**src/rtl/spc_pkg.sv**
```systemverilog
/*
 * Constants and carrier types for the serial converter framing and
 * power-mode logic. Assumes a 10 MHz system clock sampling the serial pins.
 */
// Overview of operation
// - Mode chosen only by where select rises within a conversion frame.
// - Select falling samples the input; it starts a conversion in normal mode only.
// - Normal mode, rise between edges 10 and 16: stay powered, abort, release output.
// - Normal mode, rise between edges 2 and 10: partial power-down.
// - Normal mode, rise before edge 2: stay normal, glitch rejected.
// - Dummy conversion holding select past edge 10 wakes partial power-down.
// - Powered once select rises past edge 10 of dummy; only the next conversion is valid.
// - Partial power-down, rise before edge 2: back to partial power-down.
// - Partial power-down, rise between edges 2 and 10: full power-down.
// - On wake, track-and-hold returns to track at first clock edge.
// - Result word: four zeros then twelve result bits, MSB first.
// - Select falling holds the sample and drives the serial output.
// - Full power-down left by dummy held past edge 10; longer wake.
package spc_pkg;
    localparam int          SPC_RES_BITS   = 12;
    localparam int          SPC_WORD_BITS  = 16;
    localparam int          SPC_LEAD_ZEROS = 4;
    localparam logic [4:0]  SPC_EDGE_LOW   = 5'h02;
    localparam logic [4:0]  SPC_EDGE_HIGH  = 5'h0A;
    localparam logic [4:0]  SPC_EDGE_FULL  = 5'h10;
    localparam int          SPC_FIFO_DEPTH = 16;
    // full wake time in microseconds and in system clocks
    localparam int          SPC_FULL_WAKE_US = 650;
    localparam int          SPC_CLK_MHZ      = 10;
    localparam int          SPC_FULL_WAKE_CYC = SPC_FULL_WAKE_US * SPC_CLK_MHZ;

    typedef enum logic [1:0] {
        SPC_NORMAL  = 2'b00,
        SPC_PARTIAL = 2'b01,
        SPC_FULL    = 2'b10
    } spc_mode_e;

    typedef struct packed {
        logic [SPC_RES_BITS-1:0] data;
        logic                    valid_conv;
    } spc_sample_s;
endpackage

```
**src/rtl/spc_fifo.sv**
```systemverilog
/*
 * Small synchronous FIFO with valid/ready on both sides.
 * Assumes a single clock and an active-low asynchronous reset.
 */
`timescale 1ns/1ps
module spc_fifo #(
    parameter int WIDTH = 13,
    parameter int DEPTH = 16
) (
    input  wire logic             i_clk_sys,
    input  wire logic             i_nrst,
    input  wire logic             i_in_valid,
    output logic                  o_in_ready,
    input  wire logic [WIDTH-1:0] i_in_data,
    output logic                  o_out_valid,
    input  wire logic             i_out_ready,
    output logic      [WIDTH-1:0] o_out_data
);
    localparam int AW = $clog2(DEPTH);

    // wrapping pointers only serve power-of-two depths
    if (DEPTH < 2 || (1 << AW) != DEPTH) begin
        $error("spc_fifo depth must be a power of two, at least 2");
    end

    logic [WIDTH-1:0] mem_q [DEPTH];
    logic [AW:0]      wr_q;
    logic [AW:0]      rd_q;
    logic [AW:0]      wr_d;
    logic [AW:0]      rd_d;
    logic             in_ready_q;
    logic             push;
    logic             pop;

    // ready from a flop so the top output stays registered
    assign o_in_ready  = in_ready_q;
    assign o_out_valid = wr_q != rd_q;
    assign o_out_data  = mem_q[rd_q[AW-1:0]];
    assign push        = i_in_valid && o_in_ready;
    assign pop         = o_out_valid && i_out_ready;
    assign wr_d        = push ? wr_q + 1'b1 : wr_q;
    assign rd_d        = pop ? rd_q + 1'b1 : rd_q;

    always_ff @(posedge i_clk_sys) begin
        if (push) begin
            mem_q[wr_q[AW-1:0]] <= i_in_data;
        end
    end

    always_ff @(posedge i_clk_sys or negedge i_nrst) begin
        if (!i_nrst) begin
            wr_q       <= '0;
            rd_q       <= '0;
            in_ready_q <= 1'b1;
        end else begin
            wr_q       <= wr_d;
            rd_q       <= rd_d;
            in_ready_q <= (wr_d - rd_d) != (AW+1)'(DEPTH);
        end
    end
endmodule

```
**src/rtl/spc_top.sv**
```systemverilog
/*
 * Conversion framing and power-mode control of a 12-bit serial converter.
 * Assumes the serial master drives select and the serial clock slower
 * than a quarter of i_clk_sys; both are synchronised here.
 */
`timescale 1ns/1ps
module spc_top
    import spc_pkg::*;
#(
    parameter int FULL_WAKE_CYC = SPC_FULL_WAKE_CYC,
    parameter int FIFO_DEPTH    = SPC_FIFO_DEPTH
) (
    input  wire logic                    i_clk_sys,
    input  wire logic                    i_nrst,
    input  wire logic                    i_sel_n,
    input  wire logic                    i_sclk,
    input  wire logic                    i_sample_valid,
    input  wire logic [SPC_RES_BITS-1:0] i_sample_data,
    output logic                         o_sample_ready,
    output logic                         o_serial_out,
    output logic                         o_serial_out_oe,
    output logic [1:0]                   o_mode,
    output logic                         o_powered,
    output logic                         o_hold,
    output logic                         o_conv_start
);
    if (FULL_WAKE_CYC < 1 || FIFO_DEPTH < 2) begin
        $error("spc_top parameters out of range");
    end

    localparam int SW = $bits(spc_sample_s);
    localparam int WC = $clog2(FULL_WAKE_CYC + 1);

    logic [1:0]        sel_sync_q;
    logic [1:0]        sclk_sync_q;
    logic              sel_q;
    logic              sclk_q;
    logic              sel_fall;
    logic              sel_rise;
    logic              sclk_fall;
    logic              sclk_rise;
    logic              in_frame_q;
    logic [4:0]        edges_q;
    logic [4:0]        edges_d;
    spc_mode_e         mode_q;
    spc_mode_e         mode_d;
    logic              waking_q;
    logic              full_wake_q;
    logic [WC-1:0]     wake_cnt_q;
    logic              next_valid_q;
    logic [SPC_WORD_BITS-1:0] shift_q;
    logic [SPC_WORD_BITS-1:0] word_d;
    spc_sample_s       fifo_out;
    logic              fifo_valid;
    logic              fifo_pop;
    logic              out_active_q;

    // first stage feeds only the second
    always_ff @(posedge i_clk_sys or negedge i_nrst) begin
        if (!i_nrst) begin
            sel_sync_q  <= 2'h3;
            // link clock idles high: no false edge after reset
            sclk_sync_q <= 2'h3;
            sel_q       <= 1'b1;
            sclk_q      <= 1'b1;
        end else begin
            sel_sync_q  <= {sel_sync_q[0], i_sel_n};
            sclk_sync_q <= {sclk_sync_q[0], i_sclk};
            sel_q       <= sel_sync_q[1];
            sclk_q      <= sclk_sync_q[1];
        end
    end

    assign sel_fall  = sel_q && !sel_sync_q[1];
    assign sel_rise  = !sel_q && sel_sync_q[1];
    assign sclk_fall = sclk_q && !sclk_sync_q[1] && in_frame_q;
    assign sclk_rise = !sclk_q && sclk_sync_q[1] && in_frame_q;

    // count saturates at 16 so late edges change nothing
    always_comb begin
        edges_d = edges_q;
        if (sel_fall) begin
            edges_d = 5'h00;
        end else if (sclk_fall && edges_q != SPC_EDGE_FULL) begin
            edges_d = edges_q + 5'h01;
        end
    end

    always_ff @(posedge i_clk_sys or negedge i_nrst) begin
        if (!i_nrst) begin
            edges_q    <= 5'h00;
            in_frame_q <= 1'b0;
        end else begin
            edges_q <= edges_d;
            if (sel_fall) begin
                in_frame_q <= 1'b1;
            end else if (sel_rise) begin
                in_frame_q <= 1'b0;
            end
        end
    end

    // mode decided by the count at select rise
    always_comb begin
        mode_d = mode_q;
        if (sel_rise) begin
            if (edges_q < SPC_EDGE_LOW) begin
                // glitch: normal stays normal, low-power drops back
                mode_d = mode_q;
            end else if (edges_q < SPC_EDGE_HIGH) begin
                unique case (mode_q)
                    SPC_NORMAL:  mode_d = SPC_PARTIAL;
                    SPC_PARTIAL: mode_d = SPC_FULL;
                    SPC_FULL:    mode_d = SPC_FULL;
                    default:     mode_d = SPC_FULL;
                endcase
            end else begin
                // full wake leaves power-down here; o_powered waits
                mode_d = SPC_NORMAL;
            end
        end
    end

    always_ff @(posedge i_clk_sys or negedge i_nrst) begin
        if (!i_nrst) begin
            mode_q <= SPC_NORMAL;
        end else begin
            mode_q <= mode_d;
        end
    end

    // power-up tracking; a full wake runs a long timer
    always_ff @(posedge i_clk_sys or negedge i_nrst) begin
        if (!i_nrst) begin
            waking_q     <= 1'b0;
            full_wake_q  <= 1'b0;
            wake_cnt_q   <= '0;
            next_valid_q <= 1'b1;
        end else begin
            if (sel_fall && mode_q != SPC_NORMAL) begin
                waking_q     <= 1'b1;
                next_valid_q <= 1'b0;
            end else if (sel_rise) begin
                waking_q <= 1'b0;
            end else if (waking_q && edges_q == SPC_EDGE_FULL) begin
                // full wake too, else its timer never lets go
                waking_q <= 1'b0;
            end
            if (sel_fall && mode_q == SPC_FULL) begin
                full_wake_q <= 1'b1;
                wake_cnt_q  <= WC'(FULL_WAKE_CYC);
            end else if (full_wake_q && wake_cnt_q != '0) begin
                wake_cnt_q <= wake_cnt_q - 1'b1;
            end else if (full_wake_q && !waking_q) begin
                full_wake_q <= 1'b0;
            end
            if (sel_rise && mode_d == SPC_NORMAL && mode_q != SPC_NORMAL) begin
                next_valid_q <= 1'b1;
            end
        end
    end

    // hold on select fall, back to track at first clock edge on wake
    always_ff @(posedge i_clk_sys or negedge i_nrst) begin
        if (!i_nrst) begin
            o_hold       <= 1'b0;
            o_conv_start <= 1'b0;
        end else begin
            o_conv_start <= sel_fall && mode_q == SPC_NORMAL;
            if (sel_fall) begin
                o_hold <= 1'b1;
            end else if (waking_q && (sclk_fall || sclk_rise)) begin
                o_hold <= 1'b0;
            end else if (sel_rise || edges_q == SPC_EDGE_FULL) begin
                o_hold <= 1'b0;
            end
        end
    end

    // converted samples arrive here; stalls back-pressure the core
    assign fifo_pop = sel_fall && mode_q == SPC_NORMAL && !waking_q;

    // empty fifo or dummy frame gives zeros
    assign word_d = (fifo_valid && fifo_pop && next_valid_q &&
                     fifo_out.valid_conv) ?
                    {{SPC_LEAD_ZEROS{1'b0}}, fifo_out.data} :
                    {SPC_WORD_BITS{1'b0}};

    spc_fifo #(
        .WIDTH (SW),
        .DEPTH (FIFO_DEPTH)
    ) u_fifo (
        .i_clk_sys   (i_clk_sys),
        .i_nrst      (i_nrst),
        .i_in_valid  (i_sample_valid),
        .o_in_ready  (o_sample_ready),
        .i_in_data   ({i_sample_data, 1'b1}),
        .o_out_valid (fifo_valid),
        .i_out_ready (fifo_pop),
        .o_out_data  (fifo_out)
    );

    // shift register: four zeros then result, msb first
    always_ff @(posedge i_clk_sys or negedge i_nrst) begin
        if (!i_nrst) begin
            shift_q         <= 16'h0000;
            out_active_q    <= 1'b0;
            o_serial_out    <= 1'b0;
            o_serial_out_oe <= 1'b0;
        end else begin
            if (sel_fall) begin
                // first bit stands from select fall, so bit 0 is
                // still on the line before the 16th fall releases it
                shift_q         <= {word_d[SPC_WORD_BITS-2:0], 1'b0};
                out_active_q    <= 1'b1;
                o_serial_out_oe <= 1'b1;
                o_serial_out    <= word_d[SPC_WORD_BITS-1];
            end else if (sel_rise || (out_active_q &&
                         edges_q == SPC_EDGE_FULL)) begin
                out_active_q    <= 1'b0;
                o_serial_out_oe <= 1'b0;
                o_serial_out    <= 1'b0;
            end else if (out_active_q && sclk_fall) begin
                o_serial_out <= shift_q[SPC_WORD_BITS-1];
                shift_q      <= {shift_q[SPC_WORD_BITS-2:0], 1'b0};
            end
        end
    end

    always_ff @(posedge i_clk_sys or negedge i_nrst) begin
        if (!i_nrst) begin
            o_mode    <= 2'b00;
            o_powered <= 1'b1;
        end else begin
            o_mode    <= mode_q;
            o_powered <= mode_q == SPC_NORMAL && !full_wake_q;
        end
    end
endmodule

```
**config.mk**
```make
export PLATFORM = sky130hd
export DESIGN_NAME = spc_top
export DESIGN_NICKNAME = d
export VERILOG_FILES = /design/src/rtl/spc_pkg.sv /design/src/rtl/spc_fifo.sv /design/src/rtl/spc_top.sv
export SDC_FILE = /design/constraint.sdc
export NUM_CORES = 1
export LEC_CHECK = 0
export BUFFER_PORTS_ARGS = -buffer_cell sky130_fd_sc_hd__clkbuf_2
export CORE_AREA = 2 2 174 108
export CTS_BUF_LIST = sky130_fd_sc_hd__clkbuf_4 sky130_fd_sc_hd__clkbuf_8
export CTS_CLUSTER_DIAMETER = 50
export DETAILED_ROUTE_END_ITERATION = 10
export DIE_AREA = 0 0 176 110
export PLACE_DENSITY = 0.76
export SETUP_SLACK_MARGIN = 0.3
export SLEW_MARGIN = 5
export SYNTH_ARGS = -nofsm -noshare
export SYNTH_HDL_FRONTEND = slang
export SYNTH_SLANG_ARGS = --single-unit
```
**constraint.sdc**
```tcl
create_clock -name i_clk_sys -period 5.1 [get_ports i_clk_sys]
set_clock_uncertainty 0.1 [all_clocks]
set_input_delay 0 -clock i_clk_sys [delete_from_list [all_inputs] [get_ports i_clk_sys]]
set_output_delay 0 -clock i_clk_sys [all_outputs]
set_load 0.1 [all_outputs]
```
After elaboration in Yosys (flattened, before gate mapping)
Memories as Yosys holds them, arrays and structs flattened.
Index checks and enable logic that the tools add are counted.

operators by class
  add/sub/neg operators = 5
  $lt $le $gt $ge = 2
  equal/unequal tests = 7
  mux-type cells = 34
  reductions and logical operators = 49

operators with widths
  operator                                                                       number
  16-bit two-way mux                                                             3
  13-bit two-way mux                                                             2
  1-bit logical AND                                                              23
  1-bit two-way mux                                                              20
  5-bit two-way mux                                                              4
  2-bit nonzero test                                                             8
  5-bit by 1-bit adder with 5-bit output (second input constant)                 3
  13-bit nonzero test                                                            1
  13-bit by 1-bit subtractor with 13-bit output (second input constant)          1
  12-bit two-way mux                                                             1
  5-bit != test (second input constant)                                          2
  3-bit nonzero test                                                             3
  2-bit two-way mux                                                              4
  1-bit zero test                                                                6
  5-bit == test (second input constant)                                          1
  5-bit by 2-bit less-than comparator with 1-bit output (second input constant)  1
  5-bit by 4-bit less-than comparator with 1-bit output (second input constant)  1
  5-bit != test                                                                  1
  5-bit subtractor                                                               1
  2-bit zero test                                                                2
  2-bit != test (second input constant)                                          2
  2-bit AND reduction                                                            2
  1-bit logical OR                                                               3
  2-bit == test (second input constant)                                          1
  1-bit logical AND (second input constant)                                      1

word-level totals
  flip-flop bits (word level) = 64
  bits in writable memories = 192
  output and inout port bits = 8
  memories kept = 1

memories
  name          depth  bits a word  read ports  clocked after memory_dff  wr ports  line            text
  u_fifo.mem_q  16     12           1           0                         1         spc_fifo.sv:26  logic [WIDTH-1:0] mem_q [DEPTH];

Longest topological paths before layout
Gate-level depths: netlist of the first run.

  depth in word-level cells = 9
  mapped depth = 13

Modules after synthesis
A second synthesis of the first run with hierarchy kept.

second synthesis, totals
  cells, all modules = 617
  area total of the unflattened synthesis = 11,202.0 µm²

by module, submodules not included
  module    instances  cells each  area an instance (µm²)
  spc_fifo  1          382         8,772.2
  spc_top   1          235         2,429.8

Least setup slack after synthesis of the first run
No wires, ideal clock.

  path kind = flip-flop to flip-flop
  start = reg u_fifo.rd_q[1]
  end = reg u_fifo.in_ready_q (netlist: u_fifo.o_in_ready)
  arrival time = 2.624 ns
  required time = 4.912 ns
  path slack = 2.288 ns
  stages on the path, launching flop included = 13
  cells stage by stage = dfrtp_1 buf_1 clkbuf_1 buf_1 nand3_1 nor2_1 xor2_1 inv_1 ha_1 o21ai_0 o31ai_1 xnor2_1 nand4_1

between the ends
  longest elaborated chain between the ends = 5
  elaborated cells on any way between the ends = 6
  those cells by class = 2 x add/sub; 2 x eq/ne; 1 x mux; 1 x reduce/logical

ends and longest elaborated chain
  item                                                                                            line            text
  start: declaration                                                                              spc_fifo.sv:28  logic [AW:0] rd_q;
  start signal: assignment                                                                        spc_fifo.sv:57  rd_q <= rd_d;
  parallel branches: the longest is 2 deep, another holds 5-bit by 1-bit adder with 5-bit output  --
  5-bit two-way mux (*)                                                                           spc_fifo.sv:42  assign rd_d = pop ? rd_q + 1'b1 : rd_q;
  net u_fifo.rd_d[3]                                                                              spc_fifo.sv:30  logic [AW:0] rd_d;
  5-bit subtractor (*)                                                                            spc_fifo.sv:58  in_ready_q <= (wr_d - rd_d) != (AW+1)'(DEPTH);
  5-bit != test (*)                                                                               spc_fifo.sv:58
  end signal: assignment                                                                          spc_fifo.sv:58
  end: declaration                                                                                spc_fifo.sv:31  logic in_ready_q;

Mark *: on every way through the listed nets, which the timed path passes.
A chain may end at the register's enable or synchronous reset.

Worst setup path in the final report of the first run
  start = reg u_fifo.rd_q[1]
  end = reg u_fifo.in_ready_q (netlist: u_fifo.o_in_ready)

between the ends
  longest elaborated chain between the ends = 5
  elaborated cells on any way between the ends = 6
  those cells by class = 2 x add/sub; 2 x eq/ne; 1 x mux; 1 x reduce/logical

ends and longest elaborated chain
  item                                                                                            line
  parallel branches: the longest is 2 deep, another holds 5-bit by 1-bit adder with 5-bit output  --
  5-bit two-way mux (*)                                                                           spc_fifo.sv:42
  5-bit subtractor (*)                                                                            spc_fifo.sv:58
  5-bit != test (*)                                                                               spc_fifo.sv:58

Every way passes the cells marked *.

==> results_dict.tcl, run 1 <==
set metrics [dict create \
    run_status "finished clean" \
    num-nets-final 699 \
    cp_slowest_cell "dfrtp_2" \
    dpl_cell_area_um2 10800 \
    rows 38 \
    worstSkewPairLatency_ns 0.51 \
    cap_violations 0 \
    hold_violations 0 \
    fp.dieH_um 110 \
    ys_ff_latch 255 \
    overflow 0 \
    fin_area_um2 11700 \
    avgSynthCellArea_um2 16.9 \
    synth.area.top_cells "edfxtp_1, dfrtp_1, mux4_2" \
    synthCells 617 \
    ant_nets 0 \
    drt-wirelength-per-cell_um 22.4 \
    power.leakage_nw 4.30 \
    drt_iter0_markers 484 \
    cts_sinks 255 \
    grt_antenna_before_repair 0 \
    cpPeakStageDelay_ns 1.03 \
    synth_top_area_cell "edfxtp_1" \
    cts-root-buf "clkbuf_8" \
    worstHoldPathType "in2reg" \
    cp-end-kind "flip-flop" \
    synth_warnings 0 \
    required_ns 5.42 \
    final_core_util_pct 66.1 \
    fp.coreArea_um2 17700 \
    drc 0 \
    drt-pass1-iter-count 5 \
    cp.arrival_ns 3.60 \
    path_cells "xor2_1, nor2_1, a21oi_1, mux2i_1, ha_1, a21o_1, a31oi_1, o31ai_1, xnor2_1, nand4_1" \
    postCtsSetupBuffers 0 \
    reg2regPathDepth 10 \
    ys_types 47 \
    ios 25 \
    dpl_worst_slack_ns 1.81 \
    grt_pass1_vias 5722 \
    h-tree-depth 2 \
    grt_max_degree 64 \
    holdWs_ns 0.0211 \
    async_flop_share_pct 24.7 \
    grt_usage_pct 22.9 \
    use_met1_pct 35.8 \
    tightest_slew_ns 1.05 \
    numCtsBuffers 37 \
    setup_ws_ns 1.82 \
    peakVddDrop_v 0.000343 \
    drv_slew 0 \
    gp_congestion 0.813 \
    netlist_area_um2 10400 \
    slew-limit-headroom_pct 30.0 \
    antenna_cells 0 \
    dieArea_um2 19400 \
    io_buffers 24 \
    syn_nets 647 \
    fmax_mhz 305 \
    vias 5661 \
    path_max_fanout 49 \
    drive_gt1_share_pct 23.9 \
    setup_violations 0 \
    wl_um 21000 \
    pwr_density_cell_nw_per_um2 513 \
    layout_commonest_cell "edfxtp_1" \
    grt_pass1_wl_um 32800 \
    die_w_um 176 \
    multi_input_area_um2 2850 \
    ctsHoldBuffers 16 \
    cts_tree "built" \
    mostFrequentLayoutCells "edfxtp_1, dfrtp_1, mux4_2" \
    viasPerCell 6.04 \
    use_met3_pct 4.97 \
    synth-edff-count 192 \
    synth-main-ff-cell "edfxtp_1" \
    rsz0062_at_grt "false" \
    dp_hpwl_um 13000 \
    cpLargestDelayFamily "flip-flops" \
    path_buf_inv 0 \
    crit_type "reg2reg" \
    clockBufferDepth 3 \
    regArea_um2 7360 \
    num-fill-cells 1204 \
    period_share_pct 64.2 \
    cp.depth 10 \
    syn_to_final_growth_pct 12.5 \
    synth_top_area_share_pct 55.3 \
    cts_resized 0 \
    grt.met2_usage_pct 33.9 \
    period_needed_ns 3.28 \
    ys_seq_area_share_pct 70.5 \
    cts.clk_slew.worst_paths_ns 0.07 \
    setup_tns_ns 0 \
    min_path_cells 2 \
    grt.busiest_layer "met1" \
    crit_path_start_kind "flip-flop" \
    start_util_pct 58.8 \
]
[metrics by stage]
stage,cells,power [W]
detailed placement,854,0.00431
floorplan,617,0.00385
finish,938,0.00601
CTS,938,0.00605
global route,938,0.00632
global placement,854,0.00424
[layer usage]
metal  wire length, um  vias to the layer above
met3              1830                       27
met2              9510                      220
met1              9400                     2924
li1                  -                     2490
met5                 0                        -
met4               253                        0
[flip-flops by register name, indices dropped and copies added (netlist names), 2 cells and up]
register	cells
sel_sync_q	2
edges_q	5
shift_q	15
o_mode	2
wake_cnt_q	13
sclk_sync_q	2
u_fifo.mem_q	192
u_fifo.rd_q	5
u_fifo.wr_q	5
mode_q	2
[synth_stat cells, types with 11 or more instances]
master,count
o21ai_0,11
nand2_1,26
and3_1,11
clkbuf_1,15
nor3_1,15
dfrtp_1,54
inv_1,21
edfxtp_1,192
mux2i_1,15
xor2_1,13
xnor2_1,15
nor2b_1,12
a211oi_1,11
ha_1,13
a21oi_1,18
mux4_2,50
nor2_1,33
[final timing paths]
path                                                    end                      from  slack, ns
worst max-delay path            u_fifo.o_in_ready$_DFF_PN1_  u_fifo.rd_q[1]$_DFF_PN0_       1.82
worst min-delay path                sel_sync_q[0]$_DFF_PN1_                   i_sel_n       0.02
worst max register to register  u_fifo.o_in_ready$_DFF_PN1_  u_fifo.rd_q[1]$_DFF_PN0_       1.82
worst min register to register     sclk_sync_q[1]$_DFF_PN1_  sclk_sync_q[0]$_DFF_PN1_       0.27
max in group asynchronous          u_fifo.rd_q[0]$_DFF_PN0_                    i_nrst       4.20
min in group asynchronous              waking_q$_DFFE_PN0P_                    i_nrst       0.09
[where the power goes]
| part | internal (W) | total (W) | switching (W) |
|---|---|---|---|
| clock | 0.000998 | 0.00174 | 0.000746 |
| sequential | 0.00248 | 0.00275 | 0.000265 |
| combinational | 0.000687 | 0.00152 | 0.000834 |
[final cells by class]
cell class	count	share of cell area, %
Tap cell	240	2.56
Timing Repair Buffer	46	2.77
Sequential cell	255	62.7
Clock buffer	63	6.54
Multi-Input combinational cell	308	24.3
Inverter	21	0.672
Clock inverter	5	0.437
[cells by family (layout without fill, tap and decap cells)]
family / count (synthesis) / count (layout) / share of synthesized area (%)
AND/OR/NAND/NOR: 136 / 136 / 6.66
AO/OA/AOI/OAI: 65 / 65 / 4.28
flip-flops: 255 / 255 / 70.5
XOR/XNOR: 29 / 29 / 2.58
multiplexers: 65 / 65 / 12.2
buffers and inverters: 54 / 135 / 2.16
adder cells (fa/ha/maj): 13 / 13 / 1.56
Power figures use the tool's default switching activity.
==> run 2: changes to the inputs <==
Settings changed: ABC_AREA set to 1, CORE_AREA 2 2 174 108 to 2 2 179 111, DIE_AREA 0 0 176 110 to 0 0 181 113, PLACE_DENSITY 0.76 to 0.77.
Clock period 5.1 ns to 2.8 ns, I/O delays scaled along.
==> results_dict.tcl, run 2 <==
set metrics [dict create \
    critical_path.most_common_cell "nand2_1" \
    cpLargestDelayFamily "simple AND/OR/NAND/NOR gates" \
    synthCells 938 \
    synth.area.top_cells "edfxtp_1, dfrtp_1, nand2_1" \
    path_max_fanout 8 \
    drt-pass1-iter-count 5 \
    cp_slowest_cell "dfstp_2" \
    slew-limit-headroom_pct 55.9 \
    fp.dieH_um 113 \
    pwr_density_cell_nw_per_um2 993 \
    synth-main-ff-cell "edfxtp_1" \
    hold_violations 0 \
    cts_tree "built" \
    cap_violations 0 \
    period_needed_ns 2.38 \
    grt_pass1_vias 7109 \
    rows 39 \
    synth_warnings 0 \
    netlist_area_um2 10700 \
    grt_usage_pct 24.3 \
    viasPerCell 5.64 \
    start_util_pct 57.1 \
    synth_top_area_share_pct 53.9 \
    fin_area_um2 12300 \
    ys_types 41 \
    synth-edff-count 192 \
    overflow 0 \
    holdWs_ns 0.0221 \
    tightest_slew_ns 0.662 \
    r2r-start "sel_q$_DFF_PN1_" \
    antenna_cells 0 \
    drt_iter0_markers 943 \
    ant_nets 0 \
    numCtsBuffers 37 \
    clockBufferDepth 3 \
    synth_top_area_cell "edfxtp_1" \
    syn_nets 968 \
    crit_path_start_kind "flip-flop" \
    dp_hpwl_um 15000 \
    num-nets-final 1046 \
    largest_reg_flops 192 \
    rsz0062_at_grt "true" \
    setup_tns_ns 0 \
    power.leakage_nw 4.80 \
    peakVddDrop_v 0.000735 \
    startpoint "sel_q$_DFF_PN1_" \
    path_cells "ha_4, inv_2, nor3_4, nand2_8, buf_4, xor2_1, inv_1, ha_1, o21bai_1, nand2_1, inv_1, nand2_1, nand2_1, nand2_1, nand3_1" \
    cts-root-buf "clkbuf_8" \
    setup_violations 0 \
    cts_sinks 255 \
    cp.arrival_ns 2.75 \
    worstHoldPathType "in2reg" \
    avgSynthCellArea_um2 11.4 \
    run_status "finished clean" \
    fp.coreArea_um2 18700 \
    mostFrequentLayoutCells "nand2_1, edfxtp_1, a21oi_1" \
    async_flop_share_pct 24.7 \
    cts.clk_slew.worst_paths_ns 0.06 \
    crit_type "reg2reg" \
    period_share_pct 85.0 \
    ios 25 \
    die_w_um 181 \
    required_ns 3.17 \
    fmax_mhz 420 \
    gp_congestion 0.834 \
    h-tree-depth 2 \
    ys_ff_latch 255 \
    worstSkewPairLatency_ns 0.52 \
    vias 7284 \
    synthTopCellsByCount "nand2_1, edfxtp_1, a21oi_1" \
    grt_max_degree 97 \
    syn_to_final_growth_pct 14.6 \
    cp-end-kind "flip-flop" \
    wl_um 24200 \
    dpl_cell_area_um2 11200 \
    drv_slew 0 \
    grt_antenna_before_repair 0 \
    path_buf_inv 4 \
    layout_commonest_cell "nand2_1" \
    drive_gt1_share_pct 15.5 \
    drt-wirelength-per-cell_um 18.8 \
    grt_pass1_wl_um 38200 \
    dieArea_um2 20500 \
    drc 0 \
    power_w 0.0122 \
    synth.most_common_cell "nand2_1" \
    ys_seq_area_share_pct 68.7 \
    cpPeakStageDelay_ns 0.55 \
    io_buffers 24 \
    min_from "i_sclk" \
]
run 2: layout make-up:
type	instances	area, um^2
sequential	255	7360
clock inverter	16	120
tap	246	308
inverter	68	258
fill	1416	6480
clock buffer	52	647
timing repair buffer	81	643
multi-input combinational	573	2930
run 2: cell families after synthesis:
kind of cell | synth area share [%]
simple gates | 14.5
flops | 68.7
buf+inv | 4.19
compound gates | 10.3
fa+ha+maj | 1.52
xor+xnor | 0.737
run 2: worst paths after layout:
path	end	slack, ns	depth (start not counted)
worst min register to register	sclk_sync_q[1]$_DFF_PN1_	0.26	0
worst max register to register	u_fifo.o_in_ready$_DFF_PN1_	0.42	15
min in group asynchronous	shift_q[10]$_DFFE_PN0P_	0.47	4
worst max-delay path	u_fifo.o_in_ready$_DFF_PN1_	0.42	15
max in group asynchronous	shift_q[1]$_DFFE_PN0P_	1.44	4
worst min-delay path	sclk_sync_q[0]$_DFF_PN1_	0.02	2
run 2: worst reg2reg max path: stages, from the launching register on:
cell and delay (ns):
dfstp_2 0.55, ha_4 0.16, inv_2 0.06, nor3_4 0.27, nand2_8 0.12, buf_4 0.16, xor2_1 0.12, inv_1 0.07
ha_1 0.18, o21bai_1 0.18, nand2_1 0.09, inv_1 0.06, nand2_1 0.07, nand2_1 0.06, nand2_1 0.04, nand3_1 0.07
run 2: repair_timing:
action,4_1_cts,5_1_grt
gates resized for setup,2,4
hold endpoints to repair,261,0
setup buffers,1,5
pin swaps,1,4
setup endpoints to repair,1,2
hold buffers,18,0
run 2: metrics by stage:
step                worst slack (ns)  std cells  utilization, %
detailed placement             0.175       1199            60.0
global placement               0.317       1199            60.0
floorplan                      0.406        938               -
global route                   0.192       1291            65.4
finish                         0.419       1291            65.4
CTS                            0.311       1286            65.1
run 2: metal layers:
metal	part of all wire (%)	vias to the layer above	wire length, um	GRT usage, %
li1	-	3458	-	-
met1	47	3501	11500	37.6
met2	43	289	10400	35.3
met3	8.3	36	2010	5.18
met4	1.4	0	346	6.50
met5	0	-	0	0
run 2: power by group:
part	internal (W)	switching, W	total, W
sequential	0.00461	0.000272	0.00488
clock	0.00168	0.00138	0.00306
combinational	0.00135	0.00289	0.00423
==> run 3: changes to the inputs <==
Settings changed: PLACE_DENSITY 0.77 to 0.76.
==> results_dict.tcl, run 3 (synthesis gave the netlist of run 2 again) <==
set metrics [dict create \
    run_status "finished clean" \
    period_share_pct 86.0 \
    cap_violations 0 \
    drt-wirelength-per-cell_um 18.7 \
    r2r-start "sel_q$_DFF_PN1_" \
    min_from "i_sclk" \
    drv_slew 0 \
    r2r_end "u_fifo.o_in_ready$_DFF_PN1_" \
    grt_antenna_before_repair 0 \
    min_path_cells 2 \
    p_clk_share_pct 25.1 \
    dieArea_um2 20500 \
    num-fill-cells 1446 \
    drt_iter0_markers 803 \
    clockBufferDepth 3 \
    h-tree-depth 2 \
    period_needed_ns 2.41 \
    power.leakage_nw 4.80 \
    worstHoldPathType "in2reg" \
    tightest_slew_ns 0.822 \
    grt_usage_pct 24.2 \
    worstHoldEndpoint "sclk_sync_q[0]$_DFF_PN1_" \
    combinationalPowerShare_pct 34.4 \
    antenna_cells 0 \
    cts-root-buf "clkbuf_8" \
    p_sw_w 0.00451 \
    worstSkewPairLatency_ns 0.52 \
    p_sw_share_pct 37.3 \
    rsz0062_at_grt "true" \
    fp.coreArea_um2 18700 \
    largest_reg_flops 192 \
    ios 25 \
    cts_sinks 255 \
    crit_type "reg2reg" \
    num-nets-final 1047 \
    gp_congestion 0.830 \
    grt_pass1_wl_um 38200 \
    setup_tns_ns 0 \
    path_max_fanout 8 \
    overflow 0 \
    dpl_worst_slack_ns 0.213 \
    numCtsBuffers 38 \
    layout_commonest_cell "nand2_1" \
    io_buffers 24 \
    peakVddDrop_v 0.000615 \
    drc 0 \
    setup_ws_ns 0.392 \
    required_ns 3.15 \
    fmax_mhz 415 \
    rows 39 \
    dp_hpwl_um 14700 \
    die_w_um 181 \
    p_seq_share_pct 40.5 \
    crit_path_start_kind "flip-flop" \
    mostFrequentLayoutCells "nand2_1, edfxtp_1, a21oi_1" \
    multi_input_area_um2 2920 \
    grt_max_degree 75 \
    drt-pass1-iter-count 5 \
    regArea_um2 7360 \
    wl_um 24100 \
    drive_gt1_share_pct 16.0 \
    syn_to_final_growth_pct 14.1 \
    cp-end-kind "flip-flop" \
    setup_violations 0 \
    rrSetupSlack_ns 0.39 \
    slew-limit-headroom_pct 45.2 \
    hold_violations 0 \
    cp.arrival_ns 2.75 \
    vias 7290 \
    reg2regPathDepth 13 \
    cts_tree "built" \
    fp.dieH_um 113 \
    ant_nets 0 \
    intPower_w 0.00757 \
    pwr_density_cell_nw_per_um2 990 \
    grt_pass1_vias 7015 \
    viasPerCell 5.64 \
    start_util_pct 57.1 \
    cts.clk_slew.worst_paths_ns 0.06 \
]
[run 3: cell types whose count changed in the layout (fill, tap and decap cells not counted), sizes merged]
cell | previous run | this run
buf | 39 | 41
bufinv | 2 | 0
clkbuf | 76 | 87
clkinv | 13 | 7
clkinvlp | 1 | 0
dlygate4sd3 | 18 | 16
[run 3: power groups by stage]
| stage | Combinational [W] | Sequential (W) | Clock [W] |
|---|---|---|---|
| 2_1_floorplan | 0.00280 | 0.00504 | 0 |
| 3_3_place_gp | 0.00395 | 0.00494 | 0 |
| 3_5_place_dp | 0.00404 | 0.00496 | 0 |
| 4_1_cts | 0.00409 | 0.00489 | 0.00306 |
| 5_1_grt | 0.00460 | 0.00494 | 0.00324 |
| 6_report | 0.00416 | 0.00490 | 0.00303 |
[run 3: cell type report]
type / count / share of cell area (%)
inverters: 68 / 2.11
repair buffers: 81 / 4.92
flip-flops and latches: 255 / 60.3
well taps: 246 / 2.52
clock buffers: 63 / 6.03
clock inverters: 7 / 0.215
multi-input cells: 573 / 23.9
[run 3: repair_timing]
item | in CTS | in global routing
endpoints found under the hold margin | 256 | 0
endpoints found under the setup margin | 1 | 1
setup buffers | 1 | 5
pin swaps | 3 | 6
resized for setup | 2 | 3
hold buffers | 16 | 0
[run 3: critical path, stage by stage, from the launching register on]
cell	delay [ns]
dfstp_2	0.55
ha_4	0.15
inv_2	0.05
nor3_4	0.26
nand2_8	0.11
nor4_4	0.16
xor2_1	0.22
ha_1	0.30
nand4_1	0.11
nand2_1	0.05
inv_1	0.07
nand2_1	0.06
nand2_1	0.06
nand3_1	0.07
[run 3: how the worst max path moves through the flow]
stage | slack [ns] | startpoint | end | depth (start not counted)
finish | 0.39 | sel_q$_DFF_PN1_ | u_fifo.o_in_ready$_DFF_PN1_ | 13
global route | 0.21 | sel_q$_DFF_PN1_ | u_fifo.o_in_ready$_DFF_PN1_ | 13
CTS | 0.30 | sel_q$_DFF_PN1_ | u_fifo.o_in_ready$_DFF_PN1_ | 15
detailed placement | 0.21 | sel_q$_DFF_PN1_ | u_fifo.o_in_ready$_DFF_PN1_ | 13
global placement | 0.33 | sel_q$_DFF_PN1_ | u_fifo.o_in_ready$_DFF_PN1_ | 13
floorplan | 0.41 | sel_q$_DFF_PN1_ | u_fifo.o_in_ready$_DFF_PN1_ | 13
[run 3: metrics by stage]
stage | utilization [%] | total power [W] | instances | hold slack [ns] | area [um^2]
6_report | 65.2 | 0.0121 | 1293 | 0.0324 | 12200
3_5_place_dp | 59.9 | 0.00899 | 1201 | -0.0111 | 11200
5_1_grt | 65.2 | 0.0128 | 1293 | 0.0217 | 12200
4_1_cts | 64.9 | 0.0120 | 1288 | 0.00502 | 12200
3_3_place_gp | 59.9 | 0.00889 | 1201 | -0.0122 | 11200
2_1_floorplan | - | 0.00784 | 938 | -0.396 | 10700
[run 3: routing by layer]
metal / share of wire [%] / vias to the layer above / GRT usage (%)
met4: 1.6 / 0 / 5.75
met1: 47 / 3487 / 38.1
met5: 0 / - / 0
met2: 42 / 301 / 34.1
met3: 9.0 / 45 / 6.08
li1: - / 3457 / -
